[src/include/drs_pkg.sv]
package drs_pkg;
  // ----------------------------------------
  // timing
  // ----------------------------------------
  localparam int CLK_PERIOD_NS = 50;
  localparam int TICK_NS = 1000000;
  localparam int TICK_CYCLES = (TICK_NS + CLK_PERIOD_NS - 1) / CLK_PERIOD_NS;
  localparam logic [15:0] PWR_DELAY1_MS = 16'd15000;
  localparam logic [15:0] PWR_DELAY2_MS = 16'd30000;
  localparam logic [15:0] PWR_DELAY3_MS = 16'd60000;
  localparam logic [15:0] BRAKE_PAUSE_MS = 16'd50;
  localparam logic [31:0] BRAKE_BACK_INC = 32'h8;
  // ----------------------------------------
  // register map
  // ----------------------------------------
  localparam logic [11:0] ADDR_FSCFG = 12'h000;
  localparam logic [11:0] ADDR_SAFEPOS = 12'h004;
  localparam logic [11:0] ADDR_REPTIME = 12'h008;
  localparam logic [11:0] ADDR_GAIN = 12'h00c;
  localparam logic [11:0] ADDR_JOGSTEP = 12'h010;
  localparam logic [11:0] ADDR_JOGWAIT = 12'h014;
  localparam logic [11:0] ADDR_BRKDLY = 12'h018;
  localparam logic [11:0] ADDR_SPDLIM = 12'h01c;
  localparam logic [11:0] ADDR_OPTION = 12'h020;
  localparam logic [11:0] ADDR_STATUS = 12'h024;
  localparam logic [5:0] RST_FSCFG = 6'h00;
  localparam logic [31:0] RST_SAFEPOS = 32'h0;
  localparam logic [15:0] RST_REPTIME = 16'd5000;
  localparam logic [7:0] RST_GAIN = 8'h00;
  localparam logic [31:0] RST_JOGSTEP = 32'h64;
  localparam logic [15:0] RST_JOGWAIT = 16'd500;
  localparam logic [15:0] RST_BRKDLY = 16'd1000;
  localparam logic [15:0] RST_SPDLIM = 16'h0100;
  // ----------------------------------------
  // fields and codes
  // ----------------------------------------
  localparam int FS_CONN_LSB = 0;
  localparam int FS_PWR_LSB = 2;
  localparam int FS_IOPS_LSB = 4;
  localparam logic [1:0] FS_FINISH = 2'h0;
  localparam logic [1:0] FS_ABORT = 2'h1;
  localparam logic [1:0] FS_SAFE = 2'h2;
  localparam logic [1:0] FS_RSVD = 2'h3;
  localparam int CW_JOG_A = 3;
  localparam int CW_JOG_B = 5;
  localparam int GAIN_SHIFT = 4;
  typedef enum logic [2:0] {ST_HOLD, ST_REL_WAIT, ST_REL_BACK, ST_RUN,
    ST_RETRY} drs_state_t;
  typedef enum logic [1:0] {RK_NORMAL, RK_SAFE, RK_STEP, RK_CONT} drs_kind_t;
  typedef enum logic [1:0] {J_IDLE, J_STEP, J_CONT, J_LOCK} drs_jog_t;
endpackage

[src/include/drs_jog_if.sv]
`timescale 1ns/10ps
interface drs_jog_if;
  logic stepReq;
  logic contReq;
  logic dirUp;
  logic abortReq;
  logic locked;
  modport unit (output stepReq, contReq, dirUp, abortReq, locked);
  modport sup (input stepReq, contReq, dirUp, abortReq, locked);
endinterface

[src/rtl/drs_jog_unit.sv]
`timescale 1ns/10ps
module drs_jog_unit
(
  // clock and reset
  input wire logic clk,
  input wire logic rst,
  // keys and settings
  input wire logic keyUp,
  input wire logic keyDown,
  input wire logic enable,
  input wire logic tick,
  input wire logic [15:0] waitMs,
  // towards supervisor
  drs_jog_if.unit jog
);
  import drs_pkg::*;

  drs_jog_t st;
  logic [15:0] cnt;
  logic both;
  logic held;

  assign both = keyUp & keyDown;
  assign held = jog.dirUp ? keyUp : keyDown;
  assign jog.locked = (st == J_LOCK);

  always_ff @(posedge clk)
  begin
    jog.stepReq <= 1'b0;
    jog.abortReq <= 1'b0;
    if (rst)
    begin
      st <= J_IDLE;
      cnt <= 16'h0;
      jog.contReq <= 1'b0;
      jog.dirUp <= 1'b0;
    end
    else
    begin
      case (st)
        J_IDLE:
        begin
          cnt <= 16'h0;
          if (both)
            st <= J_LOCK;
          else if (enable && (keyUp || keyDown))
          begin
            jog.stepReq <= 1'b1;
            jog.dirUp <= keyUp;
            st <= J_STEP;
          end
        end
        J_STEP:
        begin
          if (both)
          begin
            jog.abortReq <= 1'b1;
            st <= J_LOCK;
          end
          else if (!held)
            st <= J_IDLE;
          else if (cnt >= waitMs)
          begin
            jog.contReq <= 1'b1;
            st <= J_CONT;
          end
          else if (tick)
            cnt <= cnt + 16'h1;
        end
        J_CONT:
        begin
          if (both)
          begin
            jog.abortReq <= 1'b1;
            jog.contReq <= 1'b0;
            st <= J_LOCK;
          end
          else if (!held || !enable)
          begin
            jog.contReq <= 1'b0;
            st <= J_IDLE;
          end
        end
        J_LOCK:
        begin
          jog.contReq <= 1'b0;
          if (!keyUp && !keyDown)
            st <= J_IDLE;
        end
        default:
          st <= J_IDLE;
      endcase
    end
  end

  a_jog_lock: assert property (@(posedge clk) disable iff (rst)
    (st == J_LOCK && (keyUp || keyDown)) |=> !jog.stepReq && !jog.contReq)
    else $error("jog movement while locked out");
endmodule

[src/rtl/drs_run_supervisor.sv]
// The placing of the registers and the APB interface to the registers are this design's own decisions.
`timescale 1ns/10ps
// What this block does
// - nonzero gain adds drag error times gain, shifted right by 4, to speed, clamped
// - drag monitoring and correction off while braking to target or abort
// - power-up field zero: hold, no automatic movement
// - power-up codes 1,2,3 start safe run after 15, 30, 60 s
// - power-up delay counted from reset, run only after full delay
// - every safe run targets the safe-position register
// - failed safe run retried after repetition time while cause persists
// - connection during power-up safe run aborts it and holds
// - provider bad, code 0: finish run, no new run while bad
// - provider bad, code 1: abort run, no new run while bad
// - after bad-status abort, good status with valid data resumes runs
// - provider bad, code 2: run to safe position
// - good status during that safe run aborts it and holds
// - connection loss codes: 0 finish, 1 abort, 2 safe; no new runs
// - after loss abort, connection with valid data resumes runs
// - connection back during loss safe run aborts it and holds
// - jog keys act when bus down, else only with control bits 3 and 5
// - key press starts one jog step that completes even if the key is released
// - key held past jog wait switches to continuous travel to limit
// - both keys abort jog movement only while the jog key is held; locked until both released
// - snap brake: pause, then back off a few increments, then run
// - snap brake closes configurable delay after run end
module drs_run_supervisor #(
  parameter int TICK_CYCLES = drs_pkg::TICK_CYCLES
)
(
  // clock and reset
  input wire logic clk,
  input wire logic rst,
  // apb slave
  input wire logic psel,
  input wire logic penable,
  input wire logic pwrite,
  input wire logic [11:0] paddr,
  input wire logic [31:0] pwdata,
  output logic [31:0] prdata,
  output logic pready,
  output logic pslverr,
  // fieldbus state and process data
  input wire logic connUp,
  input wire logic iopsGood,
  input wire logic pdValid,
  input wire logic runReq,
  input wire logic [31:0] runTarget,
  input wire logic [15:0] ctrlWord,
  // jog keys and travel limits
  input wire logic jogKeyUp,
  input wire logic jogKeyDown,
  input wire logic [31:0] lowerLimit,
  input wire logic [31:0] upperLimit,
  // motion core
  input wire logic [31:0] actualPos,
  input wire logic moveBusy,
  input wire logic moveDone,
  input wire logic moveFail,
  output logic moveStart,
  output logic moveStop,
  output logic [31:0] moveTarget,
  // speed path
  input wire logic [15:0] baseSpeed,
  input wire logic [15:0] dragError,
  input wire logic brakingApproach,
  input wire logic brakingAbort,
  output logic [17:0] cmdSpeed,
  output logic dragMonEn,
  // brake
  output logic brakeOpen
);
  import drs_pkg::*;

  logic [5:0] fsCfg;
  logic [31:0] safePos;
  logic [15:0] repTime;
  logic [7:0] gain;
  logic [31:0] jogStep;
  logic [15:0] jogWait;
  logic [15:0] brkDly;
  logic [15:0] spdLim;
  logic brakeFitted;
  drs_state_t state;
  drs_kind_t kind;
  logic [15:0] tmr;
  logic [31:0] pend;
  logic upDir;
  logic [31:0] tickCnt;
  logic tick;
  logic [15:0] pwrCnt;
  logic pwrPending;
  logic pwrSafe;
  logic connPrev;
  logic iopsPrev;
  logic connSafe;
  logic iopsSafe;
  logic [1:0] connCode;
  logic [1:0] iopsCode;
  logic [1:0] pwrCode;
  logic [15:0] pwrDelay;
  logic connLost;
  logic iopsBad;
  logic abortEvt;
  logic safeEvt;
  logic safeWanted;
  logic runAllowed;
  logic jogAllowed;
  logic startReq;
  drs_kind_t startKind;
  logic [31:0] startTarget;
  logic stopNow;
  logic isJog;
  logic [31:0] backTarget;
  logic [17:0] baseExt;
  logic signed [24:0] prod;
  logic signed [24:0] corr;
  logic signed [24:0] limPos;
  logic corrOn;
  logic mapped;
  logic safeReached;

  drs_jog_if jogBus();

  // ----------------------------------------
  // millisecond tick
  // ----------------------------------------
  always_ff @(posedge clk)
  begin
    if (rst || tickCnt == 32'(TICK_CYCLES - 1))
      tickCnt <= 32'h0;
    else
      tickCnt <= tickCnt + 32'h1;
  end
  assign tick = (tickCnt == 32'(TICK_CYCLES - 1));

  // ----------------------------------------
  // apb registers
  // ----------------------------------------
  always_comb
  begin
    case (paddr)
      ADDR_FSCFG, ADDR_SAFEPOS, ADDR_REPTIME, ADDR_GAIN, ADDR_JOGSTEP,
      ADDR_JOGWAIT, ADDR_BRKDLY, ADDR_SPDLIM, ADDR_OPTION, ADDR_STATUS:
        mapped = 1'b1;
      default:
        mapped = 1'b0;
    endcase
  end
  assign pready = 1'b1;
  assign pslverr = psel & penable & ~mapped;

  always_ff @(posedge clk)
  begin
    if (rst)
    begin
      fsCfg <= RST_FSCFG;
      safePos <= RST_SAFEPOS;
      repTime <= RST_REPTIME;
      gain <= RST_GAIN;
      jogStep <= RST_JOGSTEP;
      jogWait <= RST_JOGWAIT;
      brkDly <= RST_BRKDLY;
      spdLim <= RST_SPDLIM;
      brakeFitted <= 1'b0;
    end
    else if (psel && penable && pwrite)
    begin
      case (paddr)
        ADDR_FSCFG: fsCfg <= pwdata[5:0];
        ADDR_SAFEPOS: safePos <= pwdata;
        ADDR_REPTIME: repTime <= pwdata[15:0];
        ADDR_GAIN: gain <= pwdata[7:0];
        ADDR_JOGSTEP: jogStep <= pwdata;
        ADDR_JOGWAIT: jogWait <= pwdata[15:0];
        ADDR_BRKDLY: brkDly <= pwdata[15:0];
        ADDR_SPDLIM: spdLim <= pwdata[15:0];
        ADDR_OPTION: brakeFitted <= pwdata[0];
        default: ;
      endcase
    end
  end

  // read data latched in the setup phase
  always_ff @(posedge clk)
  begin
    if (rst)
      prdata <= 32'h0;
    else if (psel && !penable && !pwrite)
    begin
      case (paddr)
        ADDR_FSCFG: prdata <= {26'h0, fsCfg};
        ADDR_SAFEPOS: prdata <= safePos;
        ADDR_REPTIME: prdata <= {16'h0, repTime};
        ADDR_GAIN: prdata <= {24'h0, gain};
        ADDR_JOGSTEP: prdata <= jogStep;
        ADDR_JOGWAIT: prdata <= {16'h0, jogWait};
        ADDR_BRKDLY: prdata <= {16'h0, brkDly};
        ADDR_SPDLIM: prdata <= {16'h0, spdLim};
        ADDR_OPTION: prdata <= {31'h0, brakeFitted};
        ADDR_STATUS: prdata <= {20'h0, jogBus.locked, pwrPending, connSafe,
          iopsSafe, pwrSafe, brakeOpen, kind, 1'b0, state};
        default: prdata <= 32'h0;
      endcase
    end
  end

  // ----------------------------------------
  // speed correction
  // ----------------------------------------
  assign corrOn = (gain != 8'h0) && !brakingApproach && !brakingAbort;
  assign dragMonEn = !brakingApproach && !brakingAbort;
  assign baseExt = {{2{baseSpeed[15]}}, baseSpeed};
  assign prod = $signed({{9{dragError[15]}}, dragError}) *
    $signed({17'h0, gain});
  assign limPos = $signed({9'h0, spdLim});

  always_comb
  begin
    corr = prod >>> GAIN_SHIFT;
    if (corr > limPos)
      corr = limPos;
    else if (corr < -limPos)
      corr = -limPos;
  end

  always_ff @(posedge clk)
  begin
    if (rst)
      cmdSpeed <= 18'h0;
    else if (corrOn)
      cmdSpeed <= baseExt + corr[17:0];
    else
      cmdSpeed <= baseExt;
  end

  // ----------------------------------------
  // fail-safe causes
  // ----------------------------------------
  assign connCode = (fsCfg[FS_CONN_LSB+:2] == FS_RSVD) ? FS_FINISH :
    fsCfg[FS_CONN_LSB+:2];
  assign iopsCode = (fsCfg[FS_IOPS_LSB+:2] == FS_RSVD) ? FS_FINISH :
    fsCfg[FS_IOPS_LSB+:2];
  assign pwrCode = fsCfg[FS_PWR_LSB+:2];
  assign pwrDelay = (pwrCode == 2'h1) ? PWR_DELAY1_MS :
    (pwrCode == 2'h2) ? PWR_DELAY2_MS : PWR_DELAY3_MS;
  assign connLost = connPrev & ~connUp;
  assign iopsBad = iopsPrev & ~iopsGood & connUp;
  assign abortEvt = (connLost && connCode == FS_ABORT) ||
    (iopsBad && iopsCode == FS_ABORT);
  assign safeEvt = (connLost && connCode == FS_SAFE) ||
    (iopsBad && iopsCode == FS_SAFE);
  assign safeWanted = pwrSafe | connSafe | iopsSafe;
  assign runAllowed = connUp & iopsGood & pdValid;
  assign jogAllowed = !connUp ||
    (ctrlWord[CW_JOG_A] && ctrlWord[CW_JOG_B]);

  always_ff @(posedge clk)
  begin
    if (rst)
    begin
      pwrPending <= 1'b1;
      pwrCnt <= 16'h0;
      pwrSafe <= 1'b0;
    end
    else if (connUp)
    begin
      pwrPending <= 1'b0;
      pwrSafe <= 1'b0;
    end
    else if (pwrPending)
    begin
      if (tick && pwrCnt != 16'hffff)
        pwrCnt <= pwrCnt + 16'h1;
      if (pwrCode != 2'h0 && pwrCnt >= pwrDelay)
      begin
        pwrSafe <= 1'b1;
        pwrPending <= 1'b0;
      end
    end
  end

  always_ff @(posedge clk)
  begin
    if (rst)
    begin
      connPrev <= 1'b0;
      iopsPrev <= 1'b0;
      connSafe <= 1'b0;
      iopsSafe <= 1'b0;
    end
    else
    begin
      connPrev <= connUp;
      iopsPrev <= iopsGood;
      if (connLost && connCode == FS_SAFE)
        connSafe <= 1'b1;
      else if (connUp)
        connSafe <= 1'b0;
      if (iopsBad && iopsCode == FS_SAFE)
        iopsSafe <= 1'b1;
      else if (iopsGood || !connUp)
        iopsSafe <= 1'b0;
    end
  end

  // ----------------------------------------
  // jog keys
  // ----------------------------------------
  drs_jog_unit jogUnit (
    .clk(clk),
    .rst(rst),
    .keyUp(jogKeyUp),
    .keyDown(jogKeyDown),
    .enable(jogAllowed),
    .tick(tick),
    .waitMs(jogWait),
    .jog(jogBus)
  );

  // ----------------------------------------
  // run selection
  // ----------------------------------------
  always_comb
  begin
    startReq = 1'b1;
    startKind = RK_NORMAL;
    startTarget = runTarget;
    if (safeWanted)
    begin
      startReq = !safeReached;
      startKind = RK_SAFE;
      startTarget = safePos;
    end
    else if (jogAllowed && jogBus.stepReq)
    begin
      startKind = RK_STEP;
      startTarget = jogBus.dirUp ? actualPos + jogStep : actualPos - jogStep;
    end
    else if (jogAllowed && jogBus.contReq)
    begin
      startKind = RK_CONT;
      startTarget = jogBus.dirUp ? upperLimit : lowerLimit;
    end
    else if (!(runReq && runAllowed))
      startReq = 1'b0;
  end

  // arrived safe run is not repeated while its cause persists
  always_ff @(posedge clk)
  begin
    if (rst || !safeWanted)
      safeReached <= 1'b0;
    else if (state == ST_RUN && kind == RK_SAFE && moveDone && !stopNow)
      safeReached <= 1'b1;
  end

  assign isJog = (kind == RK_STEP) || (kind == RK_CONT);
  assign stopNow = ((kind == RK_SAFE) && !safeWanted) ||
    ((kind != RK_SAFE) && (abortEvt || safeEvt)) ||
    (isJog && jogBus.abortReq) || ((kind == RK_CONT) && !jogBus.contReq);
  assign backTarget = upDir ? actualPos - BRAKE_BACK_INC :
    actualPos + BRAKE_BACK_INC;

  // ----------------------------------------
  // run sequencer
  // ----------------------------------------
  always_ff @(posedge clk)
  begin
    moveStart <= 1'b0;
    moveStop <= 1'b0;
    if (rst)
    begin
      state <= ST_HOLD;
      kind <= RK_NORMAL;
      tmr <= 16'h0;
      pend <= 32'h0;
      upDir <= 1'b0;
      moveTarget <= 32'h0;
      brakeOpen <= 1'b0;
    end
    else
    begin
      if (tick && tmr != 16'hffff)
        tmr <= tmr + 16'h1;
      case (state)
        ST_HOLD:
        begin
          if (brakeOpen && tmr >= brkDly)
            brakeOpen <= 1'b0;
          if (!moveBusy && startReq)
          begin
            pend <= startTarget;
            kind <= startKind;
            upDir <= $signed(startTarget) > $signed(actualPos);
            tmr <= 16'h0;
            if (brakeFitted && !brakeOpen)
              state <= ST_REL_WAIT;
            else
            begin
              moveTarget <= startTarget;
              moveStart <= 1'b1;
              state <= ST_RUN;
            end
          end
        end
        ST_REL_WAIT:
        begin
          if (tmr >= BRAKE_PAUSE_MS)
          begin
            moveTarget <= backTarget;
            moveStart <= 1'b1;
            brakeOpen <= 1'b1;
            state <= ST_REL_BACK;
          end
        end
        ST_REL_BACK:
        begin
          if (moveDone || moveFail)
          begin
            moveTarget <= pend;
            moveStart <= 1'b1;
            state <= ST_RUN;
          end
        end
        ST_RUN:
        begin
          if (stopNow)
          begin
            moveStop <= 1'b1;
            state <= ST_HOLD;
            tmr <= 16'h0;
          end
          else if (moveFail && kind == RK_SAFE)
          begin
            state <= ST_RETRY;
            tmr <= 16'h0;
          end
          else if (moveDone || moveFail)
          begin
            state <= ST_HOLD;
            tmr <= 16'h0;
          end
        end
        ST_RETRY:
        begin
          if (!safeWanted || tmr >= repTime)
          begin
            state <= ST_HOLD;
            tmr <= 16'h0;
          end
        end
        default:
          state <= ST_HOLD;
      endcase
    end
  end

  // ----------------------------------------
  // checks
  // ----------------------------------------
  a_corr_off: assert property (@(posedge clk) disable iff (rst)
    (gain == 8'h0) |=> cmdSpeed == $past(baseExt))
    else $error("speed changed with zero gain");
  a_brake_suspend: assert property (@(posedge clk) disable iff (rst)
    (brakingApproach || brakingAbort) |-> !dragMonEn ##1
    cmdSpeed == $past(baseExt))
    else $error("correction active while braking");
  a_pwr_hold: assert property (@(posedge clk) disable iff (rst)
    (pwrCode == 2'h0 && !pwrSafe) |=> !pwrSafe)
    else $error("power-up safe run with field zero");
  a_pwr_delay: assert property (@(posedge clk) disable iff (rst)
    $rose(pwrSafe) |-> $past(pwrCnt) >= $past(pwrDelay))
    else $error("power-up safe run before delay");
  a_safe_target: assert property (@(posedge clk) disable iff (rst)
    (moveStart && state == ST_RUN && kind == RK_SAFE) |->
    moveTarget == safePos)
    else $error("safe run to wrong target");
  a_retry_wait: assert property (@(posedge clk) disable iff (rst)
    (state == ST_RETRY && safeWanted && tmr < repTime && !tick) |=>
    state == ST_RETRY)
    else $error("safe run retried early");
  a_safe_exit: assert property (@(posedge clk) disable iff (rst)
    (state == ST_RUN && kind == RK_SAFE && !safeWanted) |=>
    moveStop && state == ST_HOLD)
    else $error("safe run not aborted");
  a_abort_evt: assert property (@(posedge clk) disable iff (rst)
    (state == ST_RUN && kind == RK_NORMAL && abortEvt) |=> moveStop)
    else $error("run not aborted on fault");
  a_no_new_run: assert property (@(posedge clk) disable iff (rst)
    (moveStart && $past(state) == ST_HOLD && kind == RK_NORMAL) |->
    $past(connUp && iopsGood && pdValid))
    else $error("run started while link bad");
  a_jog_gate: assert property (@(posedge clk) disable iff (rst)
    (moveStart && $past(state) == ST_HOLD && isJog) |-> $past(jogAllowed))
    else $error("jog run without enable");
  a_brake_close: assert property (@(posedge clk) disable iff (rst)
    (brakeOpen && state == ST_HOLD && tmr < brkDly) |=> brakeOpen)
    else $error("brake closed before delay");
endmodule

[config.mk]
export PLATFORM = sky130hd
export DESIGN_NAME = drs_run_supervisor
export DESIGN_NICKNAME = d
export VERILOG_FILES = /design/src/include/drs_pkg.sv /design/src/include/drs_jog_if.sv /design/src/rtl/drs_jog_unit.sv /design/src/rtl/drs_run_supervisor.sv
export SDC_FILE = /design/constraint.sdc
export NUM_CORES = 2
export LEC_CHECK = 0
export BUFFER_PORTS_ARGS = -buffer_cell sky130_fd_sc_hd__buf_2
export CAP_MARGIN = 20
export CORE_ASPECT_RATIO = 1.2
export CORE_MARGIN = 2
export CORE_UTILIZATION = 35
export DETAILED_ROUTE_END_ITERATION = 7
export PLACE_DENSITY_LB_ADDON = 0.15
export SETUP_SLACK_MARGIN = 0.2
export SYNTH_ARGS = -nofsm -noshare
export SYNTH_HDL_FRONTEND = slang
export SYNTH_SLANG_ARGS = --single-unit
[constraint.sdc]
create_clock -name clk -period 15.28 [get_ports clk]
set_input_delay 3.056 -clock clk [delete_from_list [all_inputs] [get_ports clk]]
set_output_delay 3.056 -clock clk [all_outputs]
set_load 0.01 [all_outputs]
==> summary.txt <==
Timing
  • Achievable Freq: 76.0 MHz
  • RSZ-0062 raised after global routing: no
  • Endpoints failing setup: 0
  • Clock Skews: 0.0192 ns
  • Final hold violation count: 0
  • Final TNS setup: 0 ns
  • Slew margin rel.: 0.229
  • Period minus WS final: between 10 and 15 ns
  • Slew @ Worst Pin: 1.15 ns
  • Max-slew violations: 0
  • Final Cycle Share: 0.862

Clocking
  • Post-CTS setup buffer count: 0
  • CTS Buf Count: between 40 and 50
  • Clk_lat worst skew: between 0.5 and 0.6 ns
  • H-tree Lvls: 2
  • Clock tree buffer depth: 3
  • # resized after CTS: 0
  • Post-cts hold buffer count: 0
  • CTS root buf: clkbuf_16
  • TritonCTS clock tree: built
  • CTS clk-pin slew, worst paths: roughly 0.060 ns
  • CTS Sinks: 359

Detailed routing
  • DRT antenna net count: 0
  • Vias per inst: approximately 5.4
  • Wire per inst: 20.4 um
  • Residual DRC: 0
  • Drt pass-1 iters: 7
  • Drt total wl: around 100 mm
  • Routed vias: 27,187
  • Initial DRC count: slightly below 2,000

Finish
  • Synth-to-Final Area Change: 14.2%
  • Fraction of layout cells with a size suffix above 1: 0.126
  • Post-route insts no fill: between 5,000 and 6,000
  • # fillers: 8,460
  • # nets final: 4,537

Worst setup path
  • Critical path class: in2reg
  • Setup slack, reg-to-reg: 3.90 ns
  • Critical path's largest stage delay: a little over 0.6 ns
  • Crit path max-delay cell type: o41a_1
  • CP Capture Type: register
  • Critical path required time: roughly 16 ns
  • Worst EP arrival: 13.63 ns
  • Cell mode on critical path: a21oi_1
  • Element type at the critical path start: primary input
  • Crit-path max FO: 32

Power and ir drop
  • Power after layout: about 3200 uW
  • Cell Pwr Density: around 96 nW/um2
  • Leak: 0.0143 uW
  • Worst vdd ir: 0.0000888 V

Floorplan
  • Die Span Y: 317 um
  • Placeable core area: 80,900 um2
  • Die Wd: ~270 um
  • Die area: 84,200 um2
  • Num rows: around 110
  • Initial Utilization: 0.354
  • Number of primary I/O pins: 324

Placed design
  • Placer congestion estimate: 0.932
  • Inst Count DP: 4,929
  • Port Buf Inserts: about 310
  • DP HPWL: roughly 79 mm

GRT
  • Grt total ovfl: 0
  • Vias in the first global route: 26,503
  • Pin count of the biggest net entering global routing: 76
  • Initial antenna violation count: 6
  • First-pass GRT wire length: 156 mm
  • GRT Total Usage: 0.237

Logic synthesis
  • Syn Area/Cell: 7.73 um2
  • Sequential-to-total area share from yosys stat: 0.251
  • Cell taking the most area after synthesis: dfxtp_1
  • Synth area leaders: dfxtp_1 25%, ha_1 12%, fa_1 7.3%
  • Ys Warns: 0
  • Top post-synthesis cells by count: 505 x nand2_1, 359 x dfxtp_1, 344 x a21oi_1
  • Synthesis-stage register bit count: between 300 and 400
  • Gate Count Post-Synth: roughly 3,700
  • EDFF count, synth: 0
  • Primary FF master, synth: dfxtp_1
  • Yosys top cell area share: 0.251
  • Syn Nets: about 4,300
  • Unique cell type count in the Yosys netlist: around 80
  • Synthesized area: 28,700 um2
  • Most common cell in the netlist: nand2_1
  • Async S/R FF share, synth: 0

Outcome
  • Status: complete, no violations

Flow run
  • Max-cap violation count: 0

Hold path
  • Min-Delay Path Class: reg2reg
==> final timing paths <==
path / cells after the start / end / startpoint
min reg2reg: 2 / pend[18] / pend[18]
max: 42 / cmdSpeed[17] / dragError[4]
max reg2reg: 43 / cmdSpeed[17] / gain[1]
min: 2 / pend[18] / pend[18]
==> flip-flops by register name, indices dropped and copies added (netlist names), 18 cells and up <==
| signal | cells |
|---|---|
| cmdSpeed | 18 |
| moveTarget | 32 |
| tickCnt | 32 |
| safePos | 32 |
| prdata | 32 |
| jogStep | 32 |
| pend | 32 |
==> worst max-delay path: cells and delay by family <==
family / cells / cell delay, ns
adders and majority gates: 7 / 3.05
and+or+nand+nor: 6 / 0.94
muxes: 2 / 0.48
buffers and inverters: 3 / 0.27
xor gates and xnor gates: 1 / 0.39
AOI/OAI and AO/OA: 23 / 5.42
==> power breakdown <==
group / internal, uW / total [uW] / switching (uW)
logic: 389 / 1040 / 655
registers: 995 / 1040 / 46.7
clock network: 622 / 1070 / 451
==> stage by stage <==
stage               hold WS [ns]  worst slack (ns)  utilization  instance area (um2)
floorplan                  0.430              3.11            -                28700
global route               0.482              1.32        0.405                32700
finish                     0.458              2.12        0.405                32700
global placement           0.445              1.54        0.386                31300
CTS                        0.459              2.21        0.405                32700
detailed placement         0.450              1.62        0.386                31300
==> final cells by class <==
| cell class | count | area (um2) | share of cell area |
|---|---|---|---|
| Antenna cell | 3 | 7.51 | 0.000229 |
| Clock buffer | 59 | 1270 | 0.0388 |
| Clock inverter | 23 | 203 | 0.00619 |
| Inverter | 322 | 1210 | 0.0369 |
| Multi-Input combinational cell | 2847 | 19600 | 0.600 |
| Sequential cell | 359 | 7190 | 0.220 |
| Tap cell | 1044 | 1310 | 0.0399 |
| Timing Repair Buffer | 358 | 1920 | 0.0587 |
==> cells by family after synthesis <==
kind of cell             count (synthesis)  share of synthesized area
flip-flops                             359                      0.251
AO/OA/AOI/OAI                          929                      0.208
adder cells (fa/ha/maj)                370                      0.189
other                                    1                   0.000131
AND/OR/NAND/NOR                       1317                      0.212
multiplexers                            55                     0.0202
buffers and inverters                  502                     0.0670
XOR/XNOR                               175                     0.0535
==> cell usage in the layout, fill, tap and decap left out, types with 30 or more instances in the layout <==
cell type / synthesis / layout
or3_1: 34 / 33
a31oi_1: 40 / 39
a21oi_1: 344 / 343
a221oi_1: 34 / 34
nand2_1: 505 / 505
fa_1: 105 / 105
ha_1: 264 / 264
a211oi_1: 49 / 49
nor2b_1: 38 / 38
nand2b_1: 30 / 30
buf_4: 4 / 49
buf_2: 0 / 308
o21ai_0: 134 / 134
and2_1: 79 / 79
dfxtp_1: 359 / 358
nand4_1: 38 / 38
xor2_1: 91 / 91
nor3_1: 82 / 75
xnor2_1: 84 / 84
a21o_1: 85 / 85
nor2_1: 334 / 329
inv_1: 322 / 321
mux2i_1: 33 / 33
nand3_1: 66 / 66
clkbuf_16: 0 / 46
==> layer usage <==
metal	share of wire	track usage	up-vias	wire length [um]
li1	-	-	13361	-
met1	0.41	0.285	12891	41900
met2	0.50	0.431	760	51500
met3	0.052	0.0299	165	5280
met4	0.034	0.0795	10	3510
met5	0.00070	0	-	72
Power figures use the tool's default switching activity.
